`src/hdl/utx_pkg.sv`:
```
// constants and register layout of the transmit endpoint control/status block
// Notes on behaviour
// RULE1 - device role, iso high-bandwidth: too few IN tokens for all parts sets incomplete flag
// RULE2 - incomplete flag reads zero for any non-isochronous transfer type
// RULE3 - host role: NAKs beyond the NAK limit halt the endpoint and set NAK time-out
// RULE4 - writing one to clear-toggle zeroes the data toggle; zero leaves it
// RULE5 - device role: STALL sent sets stall-sent, flushes FIFO, clears packet-ready
// RULE6 - host role: STALL received sets flag, stops DMA, flushes FIFO, clears packet-ready
// RULE7 - status flags stay set until software writes zero to them
// RULE8 - device role: send-stall set answers IN tokens with STALL; zero ends it
// RULE9 - send-stall has no effect on an isochronous endpoint
// RULE10 - host role: setup bit with packet-ready sends SETUP token and clears toggle
// RULE11 - flush write drops latest packet, clears packet-ready, raises an interrupt
// RULE12 - device role: IN token with no packet ready sets underrun flag
// RULE13 - host role: three attempts without handshake set handshake-failure flag
// RULE14 - FIFO-not-empty reads one while at least one packet is held
// RULE15 - software sets packet-ready after loading; cleared once the packet is sent
// RULE16 - double-buffered: packet-ready clears before the second packet is loaded
// RULE17 - bits 23, 21, 20, 18 take device or host meaning from the current role
package utx_pkg;
	// register byte offsets
	localparam logic [7:0] OFS_EP_CSR   = 8'h00;
	localparam logic [7:0] OFS_IRQ_STS  = 8'h04;
	localparam logic [7:0] OFS_IRQ_MASK = 8'h08;
	localparam logic [7:0] OFS_CFG      = 8'h0C;
	localparam logic [7:0] OFS_STATE    = 8'h10;
	// endpoint_tx_control_status field positions
	localparam int BIT_TX_PACKET_READY = 16;
	localparam int BIT_FIFO_NOT_EMPTY  = 17;
	localparam int BIT_UNDERRUN_ERROR  = 18;
	localparam int BIT_FLUSH           = 19;
	localparam int BIT_STALL_SETUP     = 20;
	localparam int BIT_STALL_FLAG      = 21;
	localparam int BIT_CLEAR_TOGGLE    = 22;
	localparam int BIT_INCOMP_NAK      = 23;
	// interrupt status / mask bit positions
	localparam int IRQ_FLUSH    = 0;
	localparam int IRQ_TX_DONE  = 1;
	localparam int IRQ_STALL    = 2;
	localparam int IRQ_UNDR_ERR = 3;
	localparam int IRQ_INCP_NAK = 4;
	localparam int IRQ_W        = 5;
	// configuration field positions
	localparam int CFG_ISO      = 0;
	localparam int CFG_DOUBLE   = 1;
	localparam int CFG_NAK_LSB  = 8;
	localparam int NAK_W        = 8;
	// reset values
	localparam logic [IRQ_W-1:0] RST_IRQ_MASK  = 5'h00;
	localparam logic [NAK_W-1:0] RST_NAK_LIMIT = 8'h00;
	// counts
	localparam logic [1:0] RETRY_LIMIT = 2'h3;
	localparam logic [1:0] DEPTH_SINGLE = 2'h1;
	localparam logic [1:0] DEPTH_DOUBLE = 2'h2;
	// bus answers
	localparam logic [1:0] RESP_OKAY   = 2'h0;
	localparam logic [1:0] RESP_SLVERR = 2'h2;
endpackage : utx_pkg

```
`src/hdl/utx_ep_ctrl.sv`:
```
// transmit endpoint control/status logic with axi4-lite register slave
`timescale 1ns/1ps
module utx_ep_ctrl #(
	parameter int ADDR_W = 8
) (
	input  wire logic              core_clk,
	input  wire logic              rst_b,
	input  wire logic [ADDR_W-1:0] s_axi_awaddr,
	input  wire logic              s_axi_awvalid,
	output logic                   s_axi_awready,
	input  wire logic [31:0]       s_axi_wdata,
	input  wire logic [3:0]        s_axi_wstrb,
	input  wire logic              s_axi_wvalid,
	output logic                   s_axi_wready,
	output logic [1:0]             s_axi_bresp,
	output logic                   s_axi_bvalid,
	input  wire logic              s_axi_bready,
	input  wire logic [ADDR_W-1:0] s_axi_araddr,
	input  wire logic              s_axi_arvalid,
	output logic                   s_axi_arready,
	output logic [31:0]            s_axi_rdata,
	output logic [1:0]             s_axi_rresp,
	output logic                   s_axi_rvalid,
	input  wire logic              s_axi_rready,
	input  wire logic              host_role_pin,
	input  wire logic              in_token,
	input  wire logic              pkt_sent,
	input  wire logic              stall_sent_evt,
	input  wire logic              stall_rcvd_evt,
	input  wire logic              nak_rcvd,
	input  wire logic              no_handshake,
	input  wire logic              iso_split_short,
	output logic                   tx_pkt_pending,
	output logic                   send_stall_out,
	output logic                   setup_token_out,
	output logic                   data_toggle,
	output logic                   ep_halted,
	output logic                   fifo_flush,
	output logic                   dma_abort,
	output logic                   irq
);
	import utx_pkg::*;

	if (ADDR_W < 8 || ADDR_W > 32) begin : g_bad_addr
		$error("utx_ep_ctrl: ADDR_W must lie between 8 and 32");
	end

	typedef struct packed {
		logic              aw_got;
		logic [ADDR_W-1:0] awaddr;
		logic              w_got;
		logic [31:0]       wdata;
		logic [3:0]        wstrb;
		logic              awready;
		logic              wready;
		logic              bvalid;
		logic [1:0]        bresp;
		logic              arready;
		logic              rvalid;
		logic [1:0]        rresp;
		logic [31:0]       rdata;
		logic              tpr;
		logic              stall_setup;
		logic              flag_incp_nak;
		logic              flag_stall;
		logic              flag_undr_err;
		logic              toggle;
		logic [1:0]        pkt_cnt;
		logic [NAK_W-1:0]  nak_cnt;
		logic [1:0]        retry_cnt;
		logic              halted;
		logic [IRQ_W-1:0]  irq_sts;
		logic [IRQ_W-1:0]  irq_mask;
		logic              cfg_iso;
		logic              cfg_double;
		logic [NAK_W-1:0]  nak_limit;
		logic              flush_p;
		logic              dma_abort_p;
		logic              irq;
		logic              send_stall;
		logic              setup_tok;
		logic              pending;
	} utx_state_type;

	utx_state_type s_r, s_nxt;
	logic          host_q;
	logic          do_wr;

	// role pin crosses in from outside the clock domain
	utx_sync3 u_role_sync (
		.core_clk (core_clk),
		.rst_b    (rst_b),
		.pin_in   (host_role_pin),
		.level_q  (host_q)
	);

	// read view of the shared registers; bits 23, 21, 20, 18 change meaning with role
	function automatic logic [31:0] read_reg(input utx_state_type s, input logic host,
	                                         input logic [ADDR_W-1:0] a);
		logic [31:0] v;
		v = 32'h0000_0000;
		case (a[7:0])
			OFS_EP_CSR: begin
				v[BIT_TX_PACKET_READY] = s.tpr;
				v[BIT_FIFO_NOT_EMPTY]  = (s.pkt_cnt != 2'h0);                 // see RULE14
				v[BIT_UNDERRUN_ERROR]  = s.flag_undr_err;                     // see RULE17
				v[BIT_STALL_SETUP]     = s.stall_setup;
				v[BIT_STALL_FLAG]      = s.flag_stall;
				v[BIT_INCOMP_NAK]      = s.flag_incp_nak & (host | s.cfg_iso); // see RULE2
			end
			OFS_IRQ_STS:  v[IRQ_W-1:0] = s.irq_sts;
			OFS_IRQ_MASK: v[IRQ_W-1:0] = s.irq_mask;
			OFS_CFG: begin
				v[CFG_ISO]    = s.cfg_iso;
				v[CFG_DOUBLE] = s.cfg_double;
				v[CFG_NAK_LSB +: NAK_W] = s.nak_limit;
			end
			OFS_STATE: begin
				v[0]   = host;
				v[1]   = s.toggle;
				v[2]   = s.halted;
				v[5:4] = s.pkt_cnt;
			end
			default: v = 32'h0000_0000;
		endcase
		return v;
	endfunction : read_reg

	function automatic logic addr_hit(input logic [ADDR_W-1:0] a);
		logic hit;
		hit = (a[1:0] == 2'h0) && ({{(32-ADDR_W){1'b0}}, a} <= {24'h00_0000, OFS_STATE});
		return hit;
	endfunction : addr_hit

	assign do_wr = s_r.aw_got && s_r.w_got && !s_r.bvalid;

	// bus slave, software writes, then link events; events come last so a set beats a clear
	always_comb begin
		logic [7:0]  b;
		logic [1:0]  depth;
		logic [31:0] wd;
		b     = s_r.wdata[23:16];
		wd    = s_r.wdata;
		depth = s_r.cfg_double ? DEPTH_DOUBLE : DEPTH_SINGLE;
		s_nxt = s_r;
		s_nxt.flush_p     = 1'b0;
		s_nxt.dma_abort_p = 1'b0;

		// write address and data are taken independently
		if (s_r.awready && s_axi_awvalid) begin
			s_nxt.aw_got = 1'b1;
			s_nxt.awaddr = s_axi_awaddr;
		end
		if (s_r.wready && s_axi_wvalid) begin
			s_nxt.w_got = 1'b1;
			s_nxt.wdata = s_axi_wdata;
			s_nxt.wstrb = s_axi_wstrb;
		end
		if (s_r.bvalid && s_axi_bready) begin
			s_nxt.bvalid = 1'b0;
		end
		if (do_wr) begin
			s_nxt.aw_got = 1'b0;
			s_nxt.w_got  = 1'b0;
			s_nxt.bvalid = 1'b1;
			s_nxt.bresp  = addr_hit(s_r.awaddr) ? RESP_OKAY : RESP_SLVERR;
			if (addr_hit(s_r.awaddr)) begin
				case (s_r.awaddr[7:0])
					OFS_EP_CSR: if (s_r.wstrb[2]) begin
						s_nxt.stall_setup = b[BIT_STALL_SETUP - 16];
						// flags only clear on a written zero; a written one is ignored
						if (!b[BIT_UNDERRUN_ERROR - 16]) s_nxt.flag_undr_err = 1'b0; // see RULE7
						if (!b[BIT_STALL_FLAG - 16]) s_nxt.flag_stall = 1'b0;        // see RULE7
						if (!b[BIT_INCOMP_NAK - 16]) begin
							s_nxt.flag_incp_nak = 1'b0;                                 // see RULE7
							s_nxt.halted        = 1'b0;
						end
						if (b[BIT_CLEAR_TOGGLE - 16]) s_nxt.toggle = 1'b0;         // see RULE4
						// software commits a loaded packet by setting packet-ready
						if (b[BIT_TX_PACKET_READY - 16] && !s_r.tpr && s_r.pkt_cnt < depth) begin
							s_nxt.tpr     = 1'b1;                                     // see RULE15
							s_nxt.pkt_cnt = s_r.pkt_cnt + 2'h1;
							if (host_q && b[BIT_STALL_SETUP - 16]) begin
								s_nxt.setup_tok = 1'b1;                             // see RULE10
								s_nxt.toggle    = 1'b0;                             // see RULE10
							end
						end
						if (b[BIT_FLUSH - 16]) begin
							if (s_nxt.pkt_cnt != 2'h0) s_nxt.pkt_cnt = s_nxt.pkt_cnt - 2'h1; // see RULE11
							s_nxt.tpr                = 1'b0;                          // see RULE11
							s_nxt.setup_tok          = 1'b0;
							s_nxt.flush_p            = 1'b1;
							s_nxt.irq_sts[IRQ_FLUSH] = 1'b1;                         // see RULE11
						end
					end
					OFS_IRQ_STS: if (s_r.wstrb[0]) s_nxt.irq_sts = s_r.irq_sts & ~wd[IRQ_W-1:0];
					OFS_IRQ_MASK: if (s_r.wstrb[0]) s_nxt.irq_mask = wd[IRQ_W-1:0];
					OFS_CFG: begin
						if (s_r.wstrb[0]) begin
							s_nxt.cfg_iso    = wd[CFG_ISO];
							s_nxt.cfg_double = wd[CFG_DOUBLE];
						end
						if (s_r.wstrb[1]) s_nxt.nak_limit = wd[CFG_NAK_LSB +: NAK_W];
					end
					default: s_nxt.bresp = s_nxt.bresp;
				endcase
			end
		end

		// read channel answers one cycle after the address is taken
		if (s_r.rvalid && s_axi_rready) begin
			s_nxt.rvalid = 1'b0;
		end
		if (s_r.arready && s_axi_arvalid) begin
			s_nxt.rvalid = 1'b1;
			s_nxt.rdata  = read_reg(s_r, host_q, s_axi_araddr);
			s_nxt.rresp  = addr_hit(s_axi_araddr) ? RESP_OKAY : RESP_SLVERR;
		end

		// double buffer frees packet-ready while the second buffer is still empty
		if (s_r.cfg_double && s_r.tpr && s_r.pkt_cnt < DEPTH_DOUBLE) begin
			s_nxt.tpr = 1'b0;                                                   // see RULE16
		end

		// packet done: release buffer, advance toggle unless iso, restart retry counting
		if (pkt_sent) begin
			if (s_nxt.pkt_cnt != 2'h0) s_nxt.pkt_cnt = s_nxt.pkt_cnt - 2'h1;
			s_nxt.tpr                  = 1'b0;                                   // see RULE15
			s_nxt.setup_tok            = 1'b0;
			s_nxt.toggle               = s_r.cfg_iso ? s_nxt.toggle : ~s_nxt.toggle;
			s_nxt.nak_cnt              = '0;
			s_nxt.retry_cnt            = 2'h0;
			s_nxt.irq_sts[IRQ_TX_DONE] = 1'b1;
		end

		if (!host_q) begin
			// underrun means nothing committed; with double buffering the ready bit alone lies
			if (in_token && s_r.pkt_cnt == 2'h0) begin
				s_nxt.flag_undr_err         = 1'b1;                              // see RULE12
				s_nxt.irq_sts[IRQ_UNDR_ERR] = 1'b1;
			end
			if (stall_sent_evt) begin
				s_nxt.flag_stall         = 1'b1;                                  // see RULE5
				s_nxt.pkt_cnt            = 2'h0;                                  // see RULE5
				s_nxt.tpr                = 1'b0;                                  // see RULE5
				s_nxt.flush_p            = 1'b1;
				s_nxt.irq_sts[IRQ_STALL] = 1'b1;
			end
			if (iso_split_short && s_r.cfg_iso) begin
				s_nxt.flag_incp_nak         = 1'b1;                              // see RULE1
				s_nxt.irq_sts[IRQ_INCP_NAK] = 1'b1;
			end
		end else begin
			if (stall_rcvd_evt) begin
				s_nxt.flag_stall         = 1'b1;                                  // see RULE6
				s_nxt.dma_abort_p        = 1'b1;                                  // see RULE6
				s_nxt.pkt_cnt            = 2'h0;                                  // see RULE6
				s_nxt.tpr                = 1'b0;                                  // see RULE6
				s_nxt.setup_tok          = 1'b0;
				s_nxt.flush_p            = 1'b1;
				s_nxt.irq_sts[IRQ_STALL] = 1'b1;
			end
			// a limit of zero leaves the time-out off
			if (nak_rcvd && !pkt_sent) begin
				if (s_r.nak_limit != '0 && s_r.nak_cnt >= s_r.nak_limit) begin
					s_nxt.flag_incp_nak         = 1'b1;                          // see RULE3
					s_nxt.halted                = 1'b1;                          // see RULE3
					s_nxt.nak_cnt               = '0;
					s_nxt.irq_sts[IRQ_INCP_NAK] = 1'b1;
				end else if (s_r.nak_cnt != '1) begin
					s_nxt.nak_cnt = s_r.nak_cnt + NAK_W'(1);
				end
			end
			if (no_handshake && !pkt_sent) begin
				if (s_r.retry_cnt + 2'h1 == RETRY_LIMIT) begin
					s_nxt.flag_undr_err         = 1'b1;                          // see RULE13
					s_nxt.retry_cnt             = 2'h0;
					s_nxt.irq_sts[IRQ_UNDR_ERR] = 1'b1;
				end else begin
					s_nxt.retry_cnt = s_r.retry_cnt + 2'h1;
				end
			end
		end

		// registered outputs, all derived from next state
		s_nxt.awready    = !s_nxt.aw_got && !s_nxt.bvalid;
		s_nxt.wready     = !s_nxt.w_got && !s_nxt.bvalid;
		s_nxt.arready    = !s_nxt.rvalid;
		s_nxt.send_stall = !host_q && s_nxt.stall_setup && !s_nxt.cfg_iso;      // see RULE8 RULE9
		s_nxt.pending    = (s_nxt.pkt_cnt != 2'h0) && !s_nxt.halted;
		s_nxt.irq        = |(s_nxt.irq_sts & s_nxt.irq_mask);
	end

	// single state register; reset gives idle bus and quiet endpoint
	always_ff @(posedge core_clk or negedge rst_b) begin
		if (!rst_b) begin
			s_r           <= '0;
			s_r.irq_mask  <= RST_IRQ_MASK;
			s_r.nak_limit <= RST_NAK_LIMIT;
		end else begin
			s_r <= s_nxt;
		end
	end

	assign s_axi_awready   = s_r.awready;
	assign s_axi_wready    = s_r.wready;
	assign s_axi_bvalid    = s_r.bvalid;
	assign s_axi_bresp     = s_r.bresp;
	assign s_axi_arready   = s_r.arready;
	assign s_axi_rvalid    = s_r.rvalid;
	assign s_axi_rresp     = s_r.rresp;
	assign s_axi_rdata     = s_r.rdata;
	assign tx_pkt_pending  = s_r.pending;
	assign send_stall_out  = s_r.send_stall;
	assign setup_token_out = s_r.setup_tok;
	assign data_toggle     = s_r.toggle;
	assign ep_halted       = s_r.halted;
	assign fifo_flush      = s_r.flush_p;
	assign dma_abort       = s_r.dma_abort_p;
	assign irq             = s_r.irq;

	// checks
	logic csr_wr;
	assign csr_wr = do_wr && s_r.awaddr[7:0] == OFS_EP_CSR && s_r.wstrb[2];
endmodule : utx_ep_ctrl

```
`src/hdl/utx_sync3.sv`:
```
// three-flop synchroniser with agreement filter for a pin level
`timescale 1ns/1ps
module utx_sync3 (
	input  wire logic core_clk,
	input  wire logic rst_b,
	input  wire logic pin_in,
	output logic      level_q
);
	typedef struct packed {
		logic [2:0] sh;
		logic       q;
	} utx_sync_type;

	utx_sync_type s_r, s_nxt;

	// the first stage feeds only the second; the filter looks at stages two and three
	always_comb begin
		s_nxt    = s_r;
		s_nxt.sh = {s_r.sh[1:0], pin_in};
		if (s_r.sh[1] == s_r.sh[2]) begin
			s_nxt.q = s_r.sh[2];
		end
	end

	always_ff @(posedge core_clk or negedge rst_b) begin
		if (!rst_b) begin
			s_r <= '0;
		end else begin
			s_r <= s_nxt;
		end
	end

	assign level_q = s_r.q;
endmodule : utx_sync3

```
`config.mk`:
```
export PLATFORM = sky130hd
export DESIGN_NAME = utx_ep_ctrl
export DESIGN_NICKNAME = d
export VERILOG_FILES = /design/src/hdl/utx_pkg.sv /design/src/hdl/utx_ep_ctrl.sv /design/src/hdl/utx_sync3.sv
export SDC_FILE = /design/constraint.sdc
export NUM_CORES = 1
export LEC_CHECK = 0
export ABC_AREA = 1
export ABC_CLOCK_PERIOD_IN_PS = 1580
export BUFFER_PORTS_ARGS = -buffer_cell sky130_fd_sc_hd__buf_2
export CAP_MARGIN = 20
export CORE_ASPECT_RATIO = 1.2
export CORE_MARGIN = 2
export CORE_UTILIZATION = 49
export DETAILED_ROUTE_END_ITERATION = 10
export GPL_ROUTABILITY_DRIVEN = 0
export PLACE_DENSITY = 0.84
export SLEW_MARGIN = 5
export SYNTH_ARGS = -nofsm -noshare
export SYNTH_HDL_FRONTEND = slang
export SYNTH_SLANG_ARGS = --single-unit
```
`constraint.sdc`:
```
create_clock -name core_clk -period 1.58 [get_ports core_clk]
set_input_delay 0 -clock core_clk [delete_from_list [all_inputs] [get_ports core_clk]]
set_output_delay 0 -clock core_clk [all_outputs]
set_load 0.1 [all_outputs]
```
Word-level counts from Yosys, hierarchy flattened:

Cells that the tools add are included.
W data, S select, Z words.

* add/subtract/negate cells: 5
* $lt $le $gt $ge: 5
* equal/unequal tests: 10
* mux-type cells: 106
* bitwise operators: 6
* reductions and logical operators: 47

Operators with widths (count)
* $mux W8: 9
* $mux W1: 55
* $mux W22: 2
* $mux W37: 1
* $mux W35: 1
* $eq A8 B4 Y1 const B: 4
* $mux W2: 16
* $mux W3: 9
* $logic_and A1 B1 Y1: 24
* $eq A8 B3 Y1 const B: 2
* $le A8 B5 Y1 const B: 2
* $logic_not A8 Y1: 2
* $mux W5: 3
* $mux W13: 1
* $mux W11: 1
* $and A5 B5 Y5: 2
* $logic_not A1 Y1: 10
* $mux W10: 1
* $mux W9: 1
* $add A8 B1 Y8 const B: 1
* $eq A8 B5 Y1 const B: 1
* $ge A8 B8 Y1: 1
* $ne A8 B8 Y1 const B: 1
* $pmux W2 S4: 1
* other kinds (18): 28

* register bits: 124
* bits of input ports: 67
* output and inout port bits: 49
* logic and storage cells: 215

Logic depth before layout (Yosys ltp):

Gate-level depths: netlist of the first run.

* depth in word-level cells: 24
* gate-level depth with buffers: 13
* gate-level depth less buffers: 13

By module:

From an unflattened synthesis of the first run, not the netlist that was laid out.

* cells, all modules: 602
* area total of the unflattened synthesis: 5243.8 um2

By module, submodules not included
* utx_ep_ctrl: instances 1, cells each 594, area an instance 5127.4 um2, sequential area each 2627.5 um2
* utx_sync3: instances 1, cells each 8, area an instance 116.4 um2, sequential area each 100.1 um2

Worst setup path before layout of the first run:

Ideal clock, no wire load.

* path type: flip-flop to flip-flop
* start point: reg s_r (netlist bit s_axi_bvalid)
* end point: reg s_r (netlist bit irq)
* setup time: 0.125 ns
* arrival time: 1.946 ns
* required time: 1.455 ns
* path slack: -0.491 ns
* stages on the path, launching flop included: 10
* buffers on the path: 0
* clock period less this slack: 2.071 ns
* cells stage by stage: dfrtp_1 -> inv_1 -> nand3_1 -> nor2_4 -> nand2_4 -> nor2_8 -> nand2_4 -> mux2_4 -> nand2_1 -> nand3_1

RTL lines
* start: declaration: RTL line utx_ep_ctrl.sv:85 `utx_state_type s_r, s_nxt;`
* start signal: assignment: RTL line utx_ep_ctrl.sv:301 `s_r <= s_nxt;`

==> results of run 1 <==
power by group:
| part | switching [mW] | internal (mW) | leakage [nW] |
|---|---|---|---|
| Clock | 1.05 | 1.12 | 0.123 |
| Combinational | 2.44 | 1.22 | 2.17 |
| Sequential | 0.410 | 3.34 | 1.38 |
area by class of cell:
type	count	area share [%]
Inverter	69	3.49
Sequential cell	109	36.3
Multi-Input combinational cell	393	33.7
Clock buffer	10	3.17
Clock inverter	6	0.614
Timing Repair Buffer	211	20.5
Tap cell	129	2.14
kinds of logic after synthesis:
group,Yosys count,synth area share (%)
xor gates and xnor gates,2,0.331
AOI/OAI and AO/OA,103,11.3
buffers and inverters,116,11.0
other,1,0.0709
muxes,1,0.284
and+or+nand+nor,260,22.4
DFF,109,51.6
adders and majority gates,13,3.03
final timing paths:
path | from | endpoint | slack, ps | depth (start not counted)
max in group asynchronous | rst_b | s_axi_arready | 860 | 3
worst max-delay path | s_r[14] | tx_pkt_pending | -440 | 11
worst max register to register | s_r[14] | tx_pkt_pending | -440 | 11
min in group asynchronous | rst_b | s_r[123] | 120 | 2
worst min register to register | u_role_sync.s_nxt[2] | u_role_sync.s_nxt[3] | 360 | 0
worst min-delay path | no_handshake | s_r[28] | 40 | 5
cells in the mapped netlist, types with 2 or more instances:
cell type / instances
nor3_1: 5
nand2_1: 169
nand2_4: 2
clkbuf_1: 8
inv_1: 65
nor2_2: 2
nor2_1: 26
ha_1: 12
o21ai_2: 9
nand2_2: 3
o21ai_1: 5
nor2_4: 3
nand3_1: 33
o31ai_1: 6
inv_2: 2
o21ai_0: 53
nor4_1: 5
nor4_4: 2
o22ai_1: 3
clkinv_1: 2
o2111ai_1: 2
a21oi_1: 17
buf_4: 37
nand3_2: 5
dfrtp_1: 109
o211ai_1: 2
nand4_1: 2
what timing repair did:
item	CTS	global route
endpoints found under the hold margin	147	0
gates cloned	0	1
gates resized for setup	59	74
setup endpoints to repair	30	45
hold buffers	40	0
setup buffers	9	9
pin swaps	16	23
layer usage:
metal | track usage [%] | vias to the layer above
li1 | - | 2293
met1 | 30.3 | 2435
met2 | 43.9 | 360
met3 | 5.76 | 102
met4 | 14.0 | 0
met5 | 0 | -
tightest hold or removal path: stages:
cell     delay [ps]
buf_2           100
nand2_1          60
nor2_1           70
nand3_1          70
nand2_1          60
==> results.ini, run 1 <==
[run_status]
status=complete, but fails checks
violations=setup timing

[power]
power_density_nw_per_um2=1270
p_leak_nw=3.68
finalPower_mw=9.58
irDropWorstVdd_mv=1.28

[floorplanning]
top_level_ports=116
rows=41
core_um2=10500
initial_utilization_pct=50.3
die_h_um=118
dieWidth_um=98.9
die_area_um2=11600

[critical_path]
path_class=reg -> reg
crit_arrival_ps=2310
cp_cell_sequence=inv_1, ha_1, nor2_2, nand3_1, nand3_1, nand2_1, o21ai_4, nand3_2, nand2_2, nand2_2, a21oi_2
end_kind=flop
cp_max_fo=4
cpLargestDelayFamily=simple AND/OR/NAND/NOR gates
critical-path-slowest-cell=dfrtp_1
critPathMaxStageDelay_ps=360
cp.required_ps=1870
crit_buf_inv=1
cp-start-kind=flop

[grt]
grt_overflow=0
grt_start_max_net_pins=50
grt_pass1_wl_um=24000
grt_pass1_vias=5102
track_usage_pct=25.9
antenna_found_initial=0

[detailed_routing]
wl_met1_um=6180
finalWirelength_um=16900
vias=5190
dr_wl_met3_um=1410
drc=0
via_per_inst=5.60
wl_per_cell_um=18.2
met2_length_um=8270
firstDrtPassIters=8
top_layer=met4
drtIter0Drc=584
drtAntennaViolNets=0

[synth]
yosys_warnings=0
syn_area_per_cell_um2=8.74
ys_top_cells_by_area=dfrtp_1 52%, nand2_1 12%, buf_4 5.3%
yosysTopAreaCellShare_pct=51.6
ys_seq_elements=109
synth_edf_count=0
synth-seq-area-share_pct=51.6
synth_cell_types=43
ys_async_sr_fraction_pct=100
ys.flop_type=dfrtp_1
syn_area_um2=5290
yosys.area.top_type=dfrtp_1
synth_cells=605

[placed_design]
port_buffers=88
pre_cts_ws_ps=-241
dpl.hpwl_um=9880
postPlaceCellArea_um2=6160
dp_cells=852

[layout]
drive_gt1_share_pct=39.1
layout_common_cells=143 x nand2_1, 105 x dfrtp_1, 87 x buf_2
post-route-util_pct=71.7
fin_nets=872
regArea_um2=2740
regMostFlops=s_r
diodes=0
syn2layout_area_growth_pct=42.5
largest_reg_flops=70
layout_commonest_cell=nand2_1
fill_cells=638
multiInputGateArea_um2=2540
layout.cells.non_filler=927
fin_area_um2=7540

[clock_network]
cts_tree=built
cts.sinks=109
cts.clk_slew.worst_paths_ps=70
cts.path.max_buffers=2
htree_levels=3
cts_root_buf=clkbuf_16
clk_latency_ps=360
cts_made_buffers=9

[sta]
fin_crit_sh_pct=128
slew_violations=0
fin_hold_ws_ps=42.8
fin_ws_ps=-439
fin_setup_tns_ps=-5420
slew_headroom_pct=60.9
setup_viol=34
layout_min_cycle_time_ps=2020
max_freq_mhz=495
hold_violations=0
tightest_slew_ps=584
rsz0062_at_grt=yes
finalClockSkew_ps=9.22

[hold_path]
hold_path.class=in -> reg

[job]
drv_cap=0

(Power assumes the default switching activity.)
==> inputs of run 2 (changes only) <==
--- a/config.mk
+++ b/config.mk
@@ -15,6 +15,8 @@
 export DETAILED_ROUTE_END_ITERATION = 10
 export GPL_ROUTABILITY_DRIVEN = 0
 export PLACE_DENSITY = 0.84
+export SETUP_SLACK_MARGIN = 0.4
+export SKIP_LAST_GASP = 1
 export SLEW_MARGIN = 5
 export SYNTH_ARGS = -nofsm -noshare
 export SYNTH_HDL_FRONTEND = slang
==> results.ini, run 2 (same netlist as run 1, synthesis figures left out) <==
[floorplanning]
top_level_ports=116  ; unchanged
rows=41  ; unchanged
initial_utilization_pct=50.3  ; unchanged
core_um2=10500  ; unchanged
dieWidth_um=98.9  ; unchanged
die_area_um2=11600  ; unchanged
die_h_um=118  ; unchanged

[layout]
fin_area_um2=7640  ; +1.4%
syn2layout_area_growth_pct=44.4
diodes=0  ; unchanged
layout_common_cells=142 x nand2_1, 98 x dfrtp_1, 76 x buf_4
drive_gt1_share_pct=41.4  ; +2.3 points
fin_nets=873  ; +0.11%
layout_commonest_cell=nand2_1
layout.cells.non_filler=927  ; unchanged
fill_cells=662  ; +3.8%
post-route-util_pct=72.6  ; +0.98 points
largest_reg_flops=70  ; unchanged
regMostFlops=s_r

[critical_path]
worstSetupStartpoint=s_r[38]
worstReg2RegStart=s_r[38]
r2r_slack_ps=-360  ; +80 ps
crit_buf_inv=2  ; +1
cp_max_fo=5  ; +1
path_class=reg -> reg
critPathMaxStageDelay_ps=450  ; +90 ps
cpLargestDelayFamily=simple AND/OR/NAND/NOR gates
cp-start-kind=flop
critPathMostFrequentCell=nand3_1
cp.required_ps=1870  ; about the same
cp_cell_sequence=buf_6, inv_1, ha_2, nand3_1, nand3_1, nand2_1, o21ai_2, nand3_1, nand2_1, nand2_2, a21oi_2
critical-path-slowest-cell=dfrtp_1
end_kind=flop
crit_arrival_ps=2230  ; -80 ps

[sta]
slew_headroom_pct=64.9  ; +4.0 points
hold_violations=1  ; +1
fin_hold_ws_ps=-36.2  ; -79.1 ps
slew_violations=0  ; unchanged
fin_setup_tns_ps=-4790  ; +623 ps
layout_min_cycle_time_ps=1940  ; -76.7 ps
tightest_slew_ps=521  ; -62.6 ps
setup_viol=29  ; -15%
rsz0062_at_grt=yes
finalClockSkew_ps=11.7  ; +2.44 ps
fin_crit_sh_pct=123  ; -4.9 points
fin_ws_ps=-362  ; +76.7 ps
max_freq_mhz=515  ; +3.9%

[detailed_routing]
finalWirelength_um=17700  ; +4.9%
firstDrtPassIters=5  ; -3
drc=0  ; unchanged
via_per_inst=5.68  ; +1.5%
drtIter0Drc=590  ; +1.0%
vias=5267  ; +1.5%
wl_per_cell_um=19.1  ; +4.9%
drtAntennaViolNets=0  ; unchanged

[placed_design]
port_buffers=88  ; unchanged
pre_cts_ws_ps=-178  ; +62.8 ps
dp_cells=845  ; -0.82%
postPlaceCellArea_um2=6170  ; +0.12%
dpl.hpwl_um=9640  ; -2.4%

[run_status]
violations=hold timing, setup timing
status=complete, but fails checks

[clock_network]
cts.clk_slew.worst_paths_ps=70  ; about the same
hold_buffers=39  ; -2.5%
cts.sinks=109  ; unchanged
cts_root_buf=clkbuf_16
cts_made_buffers=9  ; unchanged
htree_levels=3  ; unchanged
clk_latency_ps=360  ; about the same
cts_tree=built
cts.path.max_buffers=2  ; unchanged

[power]
finalPower_mw=9.74  ; +1.7%
irDropWorstVdd_mv=1.17  ; -8.4%
p_leak_nw=3.70  ; +0.68%
power_density_nw_per_um2=1270  ; +0.30%

[grt]
track_usage_pct=26.2  ; +0.22 points
grt_overflow=0  ; unchanged
grt_start_max_net_pins=40  ; -20%
antenna_found_initial=0  ; unchanged
grt_pass1_wl_um=24300  ; +0.86%
grt_pass1_vias=5051  ; -1.0%

[hold_path]
hold_path.class=in -> reg
hp-start=stall_rcvd_evt

[job]
drv_cap=0  ; unchanged

run 2: cell types whose count changed in the layout (fill, tap and decap cells not counted), sizes merged:
cell / delta
dlygate4sd3: -1
bufinv: +1
inv: +4
clkinvlp: -6
clkbuf: +9
buf: -8
clkinv: +1
run 2: metal layers:
metal	vias up	part of all wire [%]	global-route usage, %
met1	2459	36	31.6
met3	132	8.0	6.12
li1	2301	-	-
met2	375	50	43.6
met5	-	0	0
met4	0	6.3	12.8
run 2: worst min-delay path: cells and delay by family:
family	cells	cell delay, ps
buffers and inverters	2	190
and+or+nand+nor	1	90
run 2: final timing paths:
path	depth (start not counted)	to
worst max-delay path	11	tx_pkt_pending
worst min-delay path	3	dma_abort
worst max register to register	11	tx_pkt_pending
worst min register to register	0	u_role_sync.s_nxt[3]
max in group asynchronous	3	s_r[29]
min in group asynchronous	2	s_r[124]
run 2: what timing repair did:
item / CTS / global route
buffers inserted: 16 / 10
hold endpoints to repair: 151 / 1
gates cloned: 0 / 2
gates resized for setup: 65 / 79
pin swaps: 20 / 26
setup endpoints to repair: 50 / 68
run 2: layout make-up:
| cell class | instances | area, µm² | share of cell area (%) |
|---|---|---|---|
| Clock buffer | 10 | 239 | 3.13 |
| Clock inverter | 5 | 65.1 | 0.852 |
| Inverter | 69 | 277 | 3.62 |
| Multi-Input combinational cell | 393 | 2550 | 33.3 |
| Sequential cell | 109 | 2750 | 36.0 |
| Tap cell | 129 | 161 | 2.11 |
| Timing Repair Buffer | 211 | 1590 | 20.8 |
| Timing Repair inverter | 1 | 8.76 | 0.115 |
run 2: report_power, final:
group	total, mW	leakage, nW	switching (mW)	internal [mW]
clock	2.36	0.150	1.07	1.28
sequential	3.81	1.38	0.455	3.35
combinational	3.58	2.18	2.44	1.14
